`src/foagc_pkg.sv`:
```
// shared constants and types for the fail-output / alternate gpio control block
package foagc_pkg;

  localparam int          CLK_HZ          = 100_000_000;
  localparam int          BLINK_FREQ_MHZ  = 1250;
  localparam int          PULSE_FREQ_HZ   = 100;
  localparam int          STRAP_FILT_US   = 64;
  localparam int          WAKE_FILT_US    = 16;
  localparam int          BLINK_CYC       = int'(64'(CLK_HZ) * 64'd1000 / 64'(BLINK_FREQ_MHZ));
  localparam int          PULSE_CYC       = CLK_HZ / PULSE_FREQ_HZ;
  localparam int          STRAP_FILT_CYC  = STRAP_FILT_US * (CLK_HZ / 1_000_000);
  localparam int          WAKE_FILT_CYC   = WAKE_FILT_US * (CLK_HZ / 1_000_000);
  localparam int          DUTY_PERMIL_20  = 200;
  localparam int          DUTY_PERMIL_10  = 100;
  localparam int          DUTY_PERMIL_5   = 50;
  localparam int          DUTY_PERMIL_2P5 = 25;
  localparam int          PERMIL          = 1000;

  localparam int          ADDR_W          = 12;
  localparam logic [11:0] CTRL_OFS        = 12'h000;
  localparam logic [11:0] STAT_OFS        = 12'h004;
  localparam logic [11:0] MASK_OFS        = 12'h008;
  localparam logic [11:0] LVL_OFS         = 12'h00C;

  localparam int          CTRL_BLINK_LSB  = 0;
  localparam int          CTRL_PULSE_LSB  = 4;
  localparam int          CTRL_DUTY_LSB   = 8;
  localparam int          CTRL_FORCE_BIT  = 12;
  localparam int          CTRL_FCLR_BIT   = 13;
  localparam int          LVL_STRAP_BIT   = 2;
  localparam int          LVL_FAIL_BIT    = 3;

  typedef enum logic [2:0] {
    MODE_INIT     = 3'h0,
    MODE_NORMAL   = 3'h1,
    MODE_STOP     = 3'h3,
    MODE_SLEEP    = 3'h2,
    MODE_RESTART  = 3'h6,
    MODE_FAILSAFE = 3'h7
  } foagc_mode_t;

  typedef enum logic [2:0] {
    FN_FAIL = 3'h0,
    FN_OFF  = 3'h1,
    FN_WAKE = 3'h3,
    FN_LS   = 3'h2,
    FN_HS   = 3'h6
  } foagc_fn_t;

  localparam foagc_fn_t   FN_RESET        = FN_FAIL;
  localparam logic [1:0]  DUTY_RESET      = 2'h0;

  typedef struct packed {
    logic out;
    logic oe;
  } foagc_drive_t;

endpackage : foagc_pkg

```
`src/foagc_filter.sv`:
```
// level filter: output follows the input once it has been stable for CNT cycles
`timescale 1ns/10ps
module foagc_filter #(
  parameter int   CNT   = 6400,
  parameter logic INIT  = 1'b1
) (
  input  wire logic CLOCK,
  input  wire logic RESET,
  input  wire logic din,
  output logic      q
);
  localparam int W = $clog2(CNT + 1);

  logic [W-1:0] cnt_r;

  always_ff @(posedge CLOCK or posedge RESET)
  begin
    if (RESET)
    begin
      cnt_r <= '0;
      q     <= INIT;
    end
    else if (din == q)
    begin
      cnt_r <= '0;
    end
    else if (cnt_r == W'(CNT - 1))
    begin
      cnt_r <= '0;
      q     <= din;
    end
    else
    begin
      cnt_r <= cnt_r + 1'b1;
    end
  end

endmodule : foagc_filter

```
`src/foagc_pwm.sv`:
```
// free-running period counter with an active phase of on_cyc cycles
`timescale 1ns/10ps
module foagc_pwm #(
  parameter int PERIOD = 1_000_000,
  parameter int W      = $clog2(PERIOD + 1)
) (
  input  wire logic         CLOCK,
  input  wire logic         RESET,
  input  wire logic         run,
  input  wire logic [W-1:0] on_cyc,
  output logic              active
);
  logic [W-1:0] cnt_r;

  // counter restarts from zero each time the output is enabled, so the first
  // active phase is always a full one
  always_ff @(posedge CLOCK or posedge RESET)
  begin
    if (RESET)
      cnt_r <= '0;
    else if (!run || cnt_r == W'(PERIOD - 1))
      cnt_r <= '0;
    else
      cnt_r <= cnt_r + 1'b1;
  end

  always_ff @(posedge CLOCK or posedge RESET)
  begin
    if (RESET)
      active <= 1'b0;
    else
      active <= run && (cnt_r < on_cyc);
  end

endmodule : foagc_pwm

```
`src/foagc_top.sv`:
```
// fail-output pins with alternate gpio functions, apb register access
`timescale 1ns/10ps

// Summary of operation
// - after reset both pins are fail outputs; only register writes change that
// - wake-input pins detect wake events and latch them in wake_status_second
// - low-side function drives the pin low; only level feedback reported
// - high-side function drives the pin high from highside_supply; no diagnosis
// - in Normal and Stop, gpio/LS/HS pin levels appear in wake_level_status
// - pin function settings change only in Normal mode
// - Stop and Sleep keep configured settings; wake pins stay wake capable
// - wake pins stay capable in Restart, off in Fail-Safe, config kept
// - LS/HS pins are off in Restart and Fail-Safe, config kept
// - a failure causing Restart or Fail-Safe activates fail outputs
// - an activated fail output stays active through Restart into Normal
// - pulse fail output runs at 100 Hz, duty set by pulse_duty_select
// - strap input on pulse pin is filtered for 64 us
// - pulse duty choices are 20, 10, 5 and 2.5 percent, 20 default
// - fail_output_force activates all fail outputs; clearing turns them off unless a failure is latched
module foagc_top
  import foagc_pkg::*;
#(
  parameter int BLINK_CYCLES = foagc_pkg::BLINK_CYC,
  parameter int PULSE_CYCLES = foagc_pkg::PULSE_CYC,
  parameter int STRAP_CYCLES = foagc_pkg::STRAP_FILT_CYC,
  parameter int WAKE_CYCLES  = foagc_pkg::WAKE_FILT_CYC
) (
  input  wire logic                     CLOCK,
  input  wire logic                     RESET,
  input  wire logic                     PSEL,
  input  wire logic                     PENABLE,
  input  wire logic                     PWRITE,
  input  wire logic [11:0]              PADDR,
  input  wire logic [31:0]              PWDATA,
  output logic      [31:0]              PRDATA,
  output logic                          PREADY,
  output logic                          PSLVERR,
  input  wire foagc_pkg::foagc_mode_t   SYS_MODE,
  input  wire logic                     FAIL_EVENT,
  input  wire logic [1:0]               PIN_LEVEL,
  output foagc_pkg::foagc_drive_t       BLINK_DRV,
  output foagc_pkg::foagc_drive_t       PULSE_DRV,
  output logic                          STRAP_LEVEL,
  output logic                          IRQ
);
  import foagc_pkg::*;

  localparam int BW = $clog2(BLINK_CYCLES + 1);
  localparam int PW = $clog2(PULSE_CYCLES + 1);

  foagc_fn_t  blink_fn_r;
  foagc_fn_t  pulse_fn_r;
  logic [1:0] duty_r;
  logic       force_r;
  logic       fail_latched_r;
  logic [1:0] stat_r;
  logic [1:0] stat_nxt;
  logic [1:0] mask_r;
  logic [1:0] level_r;
  logic [1:0] filt;
  logic [1:0] filt_q_r;
  logic [1:0] wake_evt;
  logic [1:0] wake_cap;
  logic       strap_filt;
  logic       fo_active;
  logic       blink_phase;
  logic       pulse_phase;
  logic       acc_done;
  logic       wr_done;
  logic       rd_stat_done;
  logic       mapped;
  logic [31:0] rd_mux;

  function automatic logic [PW-1:0] duty_cycles(input logic [1:0] sel);
    logic [PW-1:0] c;
    c = '0;
    unique case (sel)
      2'h0: c = PW'(PULSE_CYCLES / PERMIL * DUTY_PERMIL_20);
      2'h1: c = PW'(PULSE_CYCLES / PERMIL * DUTY_PERMIL_10);
      2'h2: c = PW'(PULSE_CYCLES / PERMIL * DUTY_PERMIL_5);
      2'h3: c = PW'(PULSE_CYCLES / PERMIL * DUTY_PERMIL_2P5);
    endcase
    return c;
  endfunction : duty_cycles

  function automatic foagc_drive_t drive_of(input foagc_fn_t fn, input foagc_mode_t m,
                                            input logic fail_output_force);
    foagc_drive_t d;
    logic         sw_en;
    sw_en = (m != MODE_RESTART) && (m != MODE_FAILSAFE);
    d     = '{out: 1'b1, oe: 1'b0};
    unique case (fn)
      FN_FAIL: d = '{out: 1'b0, oe: fail_output_force};
      FN_LS:   d = '{out: 1'b0, oe: sw_en};
      FN_HS:   d = '{out: 1'b1, oe: sw_en};
      default: d = '{out: 1'b1, oe: 1'b0};
    endcase
    return d;
  endfunction : drive_of

  assign acc_done     = PSEL && PENABLE && PREADY;
  assign wr_done      = acc_done && PWRITE;
  assign rd_stat_done = acc_done && !PWRITE && (PADDR == STAT_OFS);
  assign mapped       = (PADDR == CTRL_OFS) || (PADDR == STAT_OFS) ||
                        (PADDR == MASK_OFS) || (PADDR == LVL_OFS);

  // apb slave: one wait-free access phase; pready raised from the setup cycle
  always_ff @(posedge CLOCK or posedge RESET)
  begin
    if (RESET)
    begin
      PREADY  <= 1'b0;
      PSLVERR <= 1'b0;
      PRDATA  <= '0;
    end
    else
    begin
      PREADY  <= PSEL && !PENABLE;
      PSLVERR <= PSEL && !PENABLE && !mapped;
      if (PSEL && !PENABLE && !PWRITE)
        PRDATA <= rd_mux;
    end
  end

  always_comb
  begin
    rd_mux = '0;
    if (PADDR == CTRL_OFS)
    begin
      rd_mux[CTRL_BLINK_LSB +: 3] = blink_fn_r;
      rd_mux[CTRL_PULSE_LSB +: 3] = pulse_fn_r;
      rd_mux[CTRL_DUTY_LSB +: 2]  = duty_r;
      rd_mux[CTRL_FORCE_BIT]      = force_r;
    end
    else if (PADDR == STAT_OFS)
      rd_mux[1:0] = stat_r;
    else if (PADDR == MASK_OFS)
      rd_mux[1:0] = mask_r;
    else if (PADDR == LVL_OFS)
    begin
      rd_mux[1:0]           = level_r;
      rd_mux[LVL_STRAP_BIT] = strap_filt;
      rd_mux[LVL_FAIL_BIT]  = fo_active;
    end
  end

  // function control
  // settings load only in normal mode, so lower modes run on the last values
  always_ff @(posedge CLOCK or posedge RESET)
  begin
    if (RESET)
    begin
      blink_fn_r <= FN_RESET;
      pulse_fn_r <= FN_RESET;
      duty_r     <= DUTY_RESET;
      force_r    <= 1'b0;
    end
    else if (wr_done && PADDR == CTRL_OFS && SYS_MODE == MODE_NORMAL)
    begin
      blink_fn_r <= foagc_fn_t'(PWDATA[CTRL_BLINK_LSB +: 3]);
      pulse_fn_r <= foagc_fn_t'(PWDATA[CTRL_PULSE_LSB +: 3]);
      duty_r     <= PWDATA[CTRL_DUTY_LSB +: 2];
      force_r    <= PWDATA[CTRL_FORCE_BIT];
    end
  end

  always_ff @(posedge CLOCK or posedge RESET)
  begin
    if (RESET)
      mask_r <= '0;
    else if (wr_done && PADDR == MASK_OFS)
      mask_r <= PWDATA[1:0];
  end

  // failure latch
  // set wins over clear; the latch survives restart and normal-mode entry
  always_ff @(posedge CLOCK or posedge RESET)
  begin
    if (RESET)
      fail_latched_r <= 1'b0;
    else if (FAIL_EVENT)
      fail_latched_r <= 1'b1;
    else if (wr_done && PADDR == CTRL_OFS && PWDATA[CTRL_FCLR_BIT] &&
             SYS_MODE == MODE_NORMAL)
      fail_latched_r <= 1'b0;
  end

  assign fo_active = fail_latched_r || force_r;

  foagc_pwm #(
    .PERIOD (BLINK_CYCLES),
    .W      (BW)
  ) u_blink (
    .CLOCK  (CLOCK),
    .RESET  (RESET),
    .run    (fo_active),
    .on_cyc (BW'(BLINK_CYCLES / 2)),
    .active (blink_phase)
  );

  foagc_pwm #(
    .PERIOD (PULSE_CYCLES),
    .W      (PW)
  ) u_pulse (
    .CLOCK  (CLOCK),
    .RESET  (RESET),
    .run    (fo_active),
    .on_cyc (duty_cycles(duty_r)),
    .active (pulse_phase)
  );

  always_ff @(posedge CLOCK or posedge RESET)
  begin
    if (RESET)
    begin
      BLINK_DRV <= '{out: 1'b1, oe: 1'b0};
      PULSE_DRV <= '{out: 1'b1, oe: 1'b0};
    end
    else
    begin
      BLINK_DRV <= drive_of(blink_fn_r, SYS_MODE, blink_phase);
      PULSE_DRV <= drive_of(pulse_fn_r, SYS_MODE, pulse_phase);
    end
  end

  foagc_filter #(
    .CNT  (STRAP_CYCLES),
    .INIT (1'b1)
  ) u_strap (
    .CLOCK (CLOCK),
    .RESET (RESET),
    .din   (PIN_LEVEL[1]),
    .q     (strap_filt)
  );

  always_ff @(posedge CLOCK or posedge RESET)
  begin
    if (RESET)
      STRAP_LEVEL <= 1'b1;
    else
      STRAP_LEVEL <= strap_filt;
  end

  // wake inputs each get their own filter of WAKE_CYCLES so glitches do not wake
  for (genvar i = 0; i < 2; i++)
  begin : g_wake
    foagc_filter #(
      .CNT  (WAKE_CYCLES),
      .INIT (1'b0)
    ) u_wfilt (
      .CLOCK (CLOCK),
      .RESET (RESET),
      .din   (PIN_LEVEL[i]),
      .q     (filt[i])
    );
  end

  assign wake_cap[0] = blink_fn_r == FN_WAKE && SYS_MODE != MODE_FAILSAFE &&
                       SYS_MODE != MODE_INIT;
  assign wake_cap[1] = pulse_fn_r == FN_WAKE && SYS_MODE != MODE_FAILSAFE &&
                       SYS_MODE != MODE_INIT;

  always_ff @(posedge CLOCK or posedge RESET)
  begin
    if (RESET)
      filt_q_r <= '0;
    else
      filt_q_r <= filt;
  end

  // wake event capture
  // either edge wakes; a read clears only bits it returned, and set wins
  assign wake_evt = wake_cap & (filt ^ filt_q_r);
  assign stat_nxt = (stat_r & ~(rd_stat_done ? PRDATA[1:0] : 2'h0)) | wake_evt;

  always_ff @(posedge CLOCK or posedge RESET)
  begin
    if (RESET)
    begin
      stat_r <= '0;
      IRQ    <= 1'b0;
    end
    else
    begin
      stat_r <= stat_nxt;
      IRQ    <= |(stat_nxt & mask_r);
    end
  end

  always_ff @(posedge CLOCK or posedge RESET)
  begin
    if (RESET)
      level_r <= '0;
    else
    begin
      level_r[0] <= PIN_LEVEL[0] && blink_fn_r != FN_FAIL && blink_fn_r != FN_OFF &&
                    (SYS_MODE == MODE_NORMAL || SYS_MODE == MODE_STOP);
      level_r[1] <= PIN_LEVEL[1] && pulse_fn_r != FN_FAIL && pulse_fn_r != FN_OFF &&
                    (SYS_MODE == MODE_NORMAL || SYS_MODE == MODE_STOP);
    end
  end

  cfg_hold_a: assert property (@(posedge CLOCK) disable iff (RESET)
    SYS_MODE != MODE_NORMAL |=> $stable(blink_fn_r) && $stable(pulse_fn_r))
    else $error("pin function changed outside normal mode");

  ls_drive_a: assert property (@(posedge CLOCK) disable iff (RESET)
    blink_fn_r == FN_LS && SYS_MODE == MODE_NORMAL |=> BLINK_DRV.oe && !BLINK_DRV.out)
    else $error("low-side pin not driven low");

  hs_drive_a: assert property (@(posedge CLOCK) disable iff (RESET)
    pulse_fn_r == FN_HS && SYS_MODE == MODE_STOP |=> PULSE_DRV.oe && PULSE_DRV.out)
    else $error("high-side pin not driven high");

  sw_off_a: assert property (@(posedge CLOCK) disable iff (RESET)
    (blink_fn_r inside {FN_LS, FN_HS}) &&
    (SYS_MODE inside {MODE_RESTART, MODE_FAILSAFE}) |=> !BLINK_DRV.oe)
    else $error("switch still on in restart or fail-safe");

  wake_latch_a: assert property (@(posedge CLOCK) disable iff (RESET)
    wake_evt[1] |=> stat_r[1] ##1 (stat_r[1] || $past(rd_stat_done)))
    else $error("wake event not latched");

  fail_set_a: assert property (@(posedge CLOCK) disable iff (RESET)
    FAIL_EVENT && !fo_active && pulse_fn_r == FN_FAIL |=> fail_latched_r ##2
      (PULSE_DRV.oe || $past(pulse_fn_r) != FN_FAIL))
    else $error("failure did not activate fail output");

  fail_keep_a: assert property (@(posedge CLOCK) disable iff (RESET)
    fail_latched_r && SYS_MODE == MODE_RESTART |=> fail_latched_r)
    else $error("fail latch lost in restart");

  level_fb_a: assert property (@(posedge CLOCK) disable iff (RESET)
    blink_fn_r == FN_LS && SYS_MODE == MODE_NORMAL |=> level_r[0] == $past(PIN_LEVEL[0]))
    else $error("level feedback mismatch");

  force_on_a: assert property (@(posedge CLOCK) disable iff (RESET)
    $rose(force_r) && !$past(fail_latched_r) |=> blink_phase && pulse_phase)
    else $error("force bit did not activate outputs");

  strap_filt_a: assert property (@(posedge CLOCK) disable iff (RESET)
    $changed(strap_filt) |-> $past(PIN_LEVEL[1]) == strap_filt &&
                             $past(PIN_LEVEL[1], 2) == strap_filt)
    else $error("strap level accepted without filtering");

endmodule : foagc_top

```
`config.mk`:
```
export PLATFORM = sky130hd
export DESIGN_NAME = foagc_top
export DESIGN_NICKNAME = d
export VERILOG_FILES = /design/src/foagc_pkg.sv /design/src/foagc_filter.sv /design/src/foagc_pwm.sv /design/src/foagc_top.sv
export SDC_FILE = /design/constraint.sdc
export NUM_CORES = 1
export LEC_CHECK = 0
export ABC_CLOCK_PERIOD_IN_PS = 4760
export BUFFER_PORTS_ARGS = -buffer_cell sky130_fd_sc_hd__buf_2
export CORE_ASPECT_RATIO = 0.6
export CORE_MARGIN = 5
export CORE_UTILIZATION = 57
export DETAILED_ROUTE_END_ITERATION = 10
export GPL_TIMING_DRIVEN = 1
export PLACE_DENSITY = 0.82
export SLEW_MARGIN = 20
export SYNTH_ARGS = -nofsm -noshare
export SYNTH_HDL_FRONTEND = slang
export SYNTH_SLANG_ARGS = --single-unit
```
`constraint.sdc`:
```
create_clock -name CLOCK -period 4.76 [get_ports CLOCK]
set_input_delay 0.476 -clock CLOCK [delete_from_list [all_inputs] [get_ports CLOCK]]
set_output_delay 0.476 -clock CLOCK [all_outputs]
set_load 0.02 [all_outputs]
```
==> flow_metrics.py <==
metrics = {
    "status": {
        "run_status": "finished clean",
    },
    "critical_path": {
        "slowest_delay_ps": 900,
        "r2r_cells": 4,
        "r2r-end": "u_blink.cnt_r[5]",
        "path_class": "reg2reg",
        "required_ps": 5000,
        "worstSetupEndpoint": "u_blink.cnt_r[5]",
        "critPathMaxFanout": 24,
        "setup.worst_path.end_class": "flip-flop",
        "reg2reg_from": "u_blink.cnt_r[21]",
        "reg2reg_slack_ps": 2350,
        "worstPathArrival_ps": 2650,
        "cp-start-kind": "flip-flop",
        "slowest_stage": "and4b_1",
        "crit_chain": "or4b_1 > nor3_1 > and4b_1 > nor3_1",
        "timing.critical_path.mode_cell": "nor3_1",
        "startpoint": "u_blink.cnt_r[21]",
    },
    "timing": {
        "skew_ps": 8.53,
        "setup_viol": 0,
        "worst_pin_slew_ps": 1000,
        "maxSlewHeadroom_pct": 33.2,
        "slew_violations": 0,
        "hold_viol_final": 0,
        "fmax_mhz": 416,
        "rsz0062_at_grt": "no",
        "worst_slack_ps": 2350,
        "min_period_ps": 2410,
        "min_period_over_period_pct": 50.5,
        "fin_setup_tns_ps": 0,
    },
    "global_route": {
        "grt_pass1_vias": 5013,
        "grt_first_pass_wirelength_mm": 24.8,
        "grt_max_degree": 81,
        "antenna_found_initial": 0,
        "grt-ovfl-total": 0,
        "grt_use_total_pct": 22.6,
    },
    "yosys": {
        "avgSynthCellArea_um2": 10.2,
        "synth.top_cells.by_area": "dfrtp_1 47%, xnor2_1 4.7%, ha_1 4.5%",
        "synth_top_area_share_pct": 46.7,
        "syn_inst": 625,
        "netlist_area_um2": 6370,
        "postSynth.topFlopCell": "dfrtp_1",
        "synth.distinct_cells": 58,
        "ys_ff_latch": 123,
        "synth.yosys.seq_area_share_pct": 48.4,
        "ys_async_sr_fraction_pct": 100,
        "yosysWarnings": 0,
        "synth-edff-count": 0,
        "yosysTopAreaCell": "dfrtp_1",
    },
    "cells_and_area": {
        "multiInputGateArea_um2": 3050,
        "diodes": 0,
        "fin_cells": 825,
        "post-route-util_pct": 67.5,
        "layout_commonest_cell": "dfrtp_1",
        "seq_area_um2": 3080,
        "nNetsFinal": 751,
        "drive_gt1_share_pct": 17.6,
        "final_cell_mix": "119 x dfrtp_1, 62 x nor2_1, 50 x buf_2",
        "n_fill_cell": 790,
        "syn2layout_area_growth_pct": 13.7,
    },
    "power": {
        "power_frac_seq_pct": 43.3,
        "sw_frac_of_total_pct": 25.1,
        "combPwrFrac_pct": 9.5,
        "p_int_mw": 2.07,
        "max-vdd-ir-drop_uv": 379,
        "leakagePower_nw": 3.27,
        "p_sw_mw": 0.694,
        "p_per_area_nw_per_um2": 382,
        "p_clk_share_pct": 47.2,
    },
    "cts": {
        "cts_tree": "yes",
        "cts_setup_buffers": 0,
        "cts_buffer_depth": 2,
        "cts_buffers": 17,
        "cts_root_buffer": "clkbuf_16",
        "clk_latency_ps": 410,
        "path_clk_slew_ps": 50,
        "cts.hold.buffers_added": 0,
        "htreeDepth": 4,
        "cts.repair.resized": 0,
        "cts_sinks": 123,
    },
    "route": {
        "drc": 0,
        "wl_mm": 14.8,
        "drt-vias-per-instance": 6.05,
        "first_pass_iters": 5,
        "final_antenna_net_count": 0,
        "vias": 4990,
        "wire_per_inst_um": 17.9,
        "drtIter0Drc": 366,
    },
    "placement": {
        "place_ws_ps": 2220,
        "numPortBuffers": 50,
        "gp_congestion": 0.853,
        "dpl.cell_count": 793,
        "dp_hpwl_mm": 10.1,
    },
    "floorplan": {
        "core_area_um2": 10700,
        "rows": 29,
        "ioPinCount": 95,
        "start_util_pct": 59.3,
        "die-area_um2": 13500,
        "die_w_um": 147,
        "die_h_um": 91.9,
    },
    "run": {
        "max_cap_violations": 0,
    },
    "min_path": {
        "hp-class": "in2async",
    },
}
-- registers in the layout (all words and copies together) (netlist names), 2 cells and up --
register / count
u_blink.cnt_r: 27
g_wake.u_wfilt.cnt_r: 22
u_pulse.cnt_r: 20
u_strap.cnt_r: 13
PRDATA: 10
blink_fn_r: 3
pulse_fn_r: 3
BLINK_DRV: 2
PULSE_DRV: 2
duty_r: 2
filt_q_r: 2
g_wake.u_wfilt.q: 2
level_r: 2
mask_r: 2
stat_r: 2
-- cell usage after synthesis, drive strengths merged, types with 4 or more instances --
master	instances
xor2	20
or2	6
inv	19
o21ai	15
or3	12
dfrtp	119
o31ai	13
nand2	40
a21oi	13
nor3	24
nor2	63
a211oi	16
dfstp	4
nor4	9
clkbuf	14
nor3b	5
and3	10
a22o	7
nand3	31
and2	5
nand4	19
mux2	14
or4	17
ha	23
buf	30
xnor2	34
nand2b	4
-- power groups by stage --
| stage | Sequential (mW) | Combinational [mW] | Clock, mW |
|---|---|---|---|
| detailed placement | 1.21 | 0.261 | 0 |
| global route | 1.21 | 0.301 | 1.38 |
| finish | 1.20 | 0.262 | 1.31 |
| CTS | 1.20 | 0.264 | 1.32 |
| global placement | 1.21 | 0.244 | 0 |
| floorplan | 1.20 | 0.213 | 0 |
-- per-layer routing --
metal,vias to the layer above,track usage (%),share of wire [%]
met3,17,5.27,5.8
met2,175,36.9,47
met5,-,0,0
li1,2314,-,-
met4,0,8.14,1.3
met1,2484,30.0,45
-- logic make-up after synthesis --
logic type      synth area share [%]
simple gates                    21.9
compound gates                  9.42
buf+inv                         5.12
fa+ha+maj                       4.52
xor+xnor                        7.42
mux                             3.18
other cells                   0.0588
flops                           48.4
-- critical path, delay by kind of cell, from the launching register on --
kind          cells  cell delay, ps
flops             1             430
simple gates      4            1790
-- per-stage QoR --
step	power (mW)	hold WS [ps]	cell area, µm²
finish	2.77	203	7250
global route	2.89	253	7250
CTS	2.78	242	7240
detailed placement	1.48	385	6640
global placement	1.45	382	6640
floorplan	1.41	371	6450
-- layout make-up --
| type | count | area share, % |
|---|---|---|
| tap | 139 | 2.40 |
| clock buffer | 21 | 6.35 |
| multi-input combinational | 460 | 42.0 |
| clock inverter | 11 | 1.97 |
| inverter | 19 | 1.05 |
| sequential | 123 | 42.5 |
| timing repair buffer | 52 | 3.66 |
-- how the worst min path moves through the flow --
| stage | from | end | slack [ps] |
|---|---|---|---|
| 6_report | RESET | u_blink.cnt_r[13] | 200 |
| 2_1_floorplan | u_strap.q | STRAP_LEVEL | 370 |
| 3_3_place_gp | u_strap.q | STRAP_LEVEL | 380 |
| 3_5_place_dp | u_strap.q | STRAP_LEVEL | 380 |
| 4_1_cts | PENABLE | PREADY | 240 |
| 5_1_grt | PENABLE | PREADY | 250 |
(Power assumes the default switching activity.)
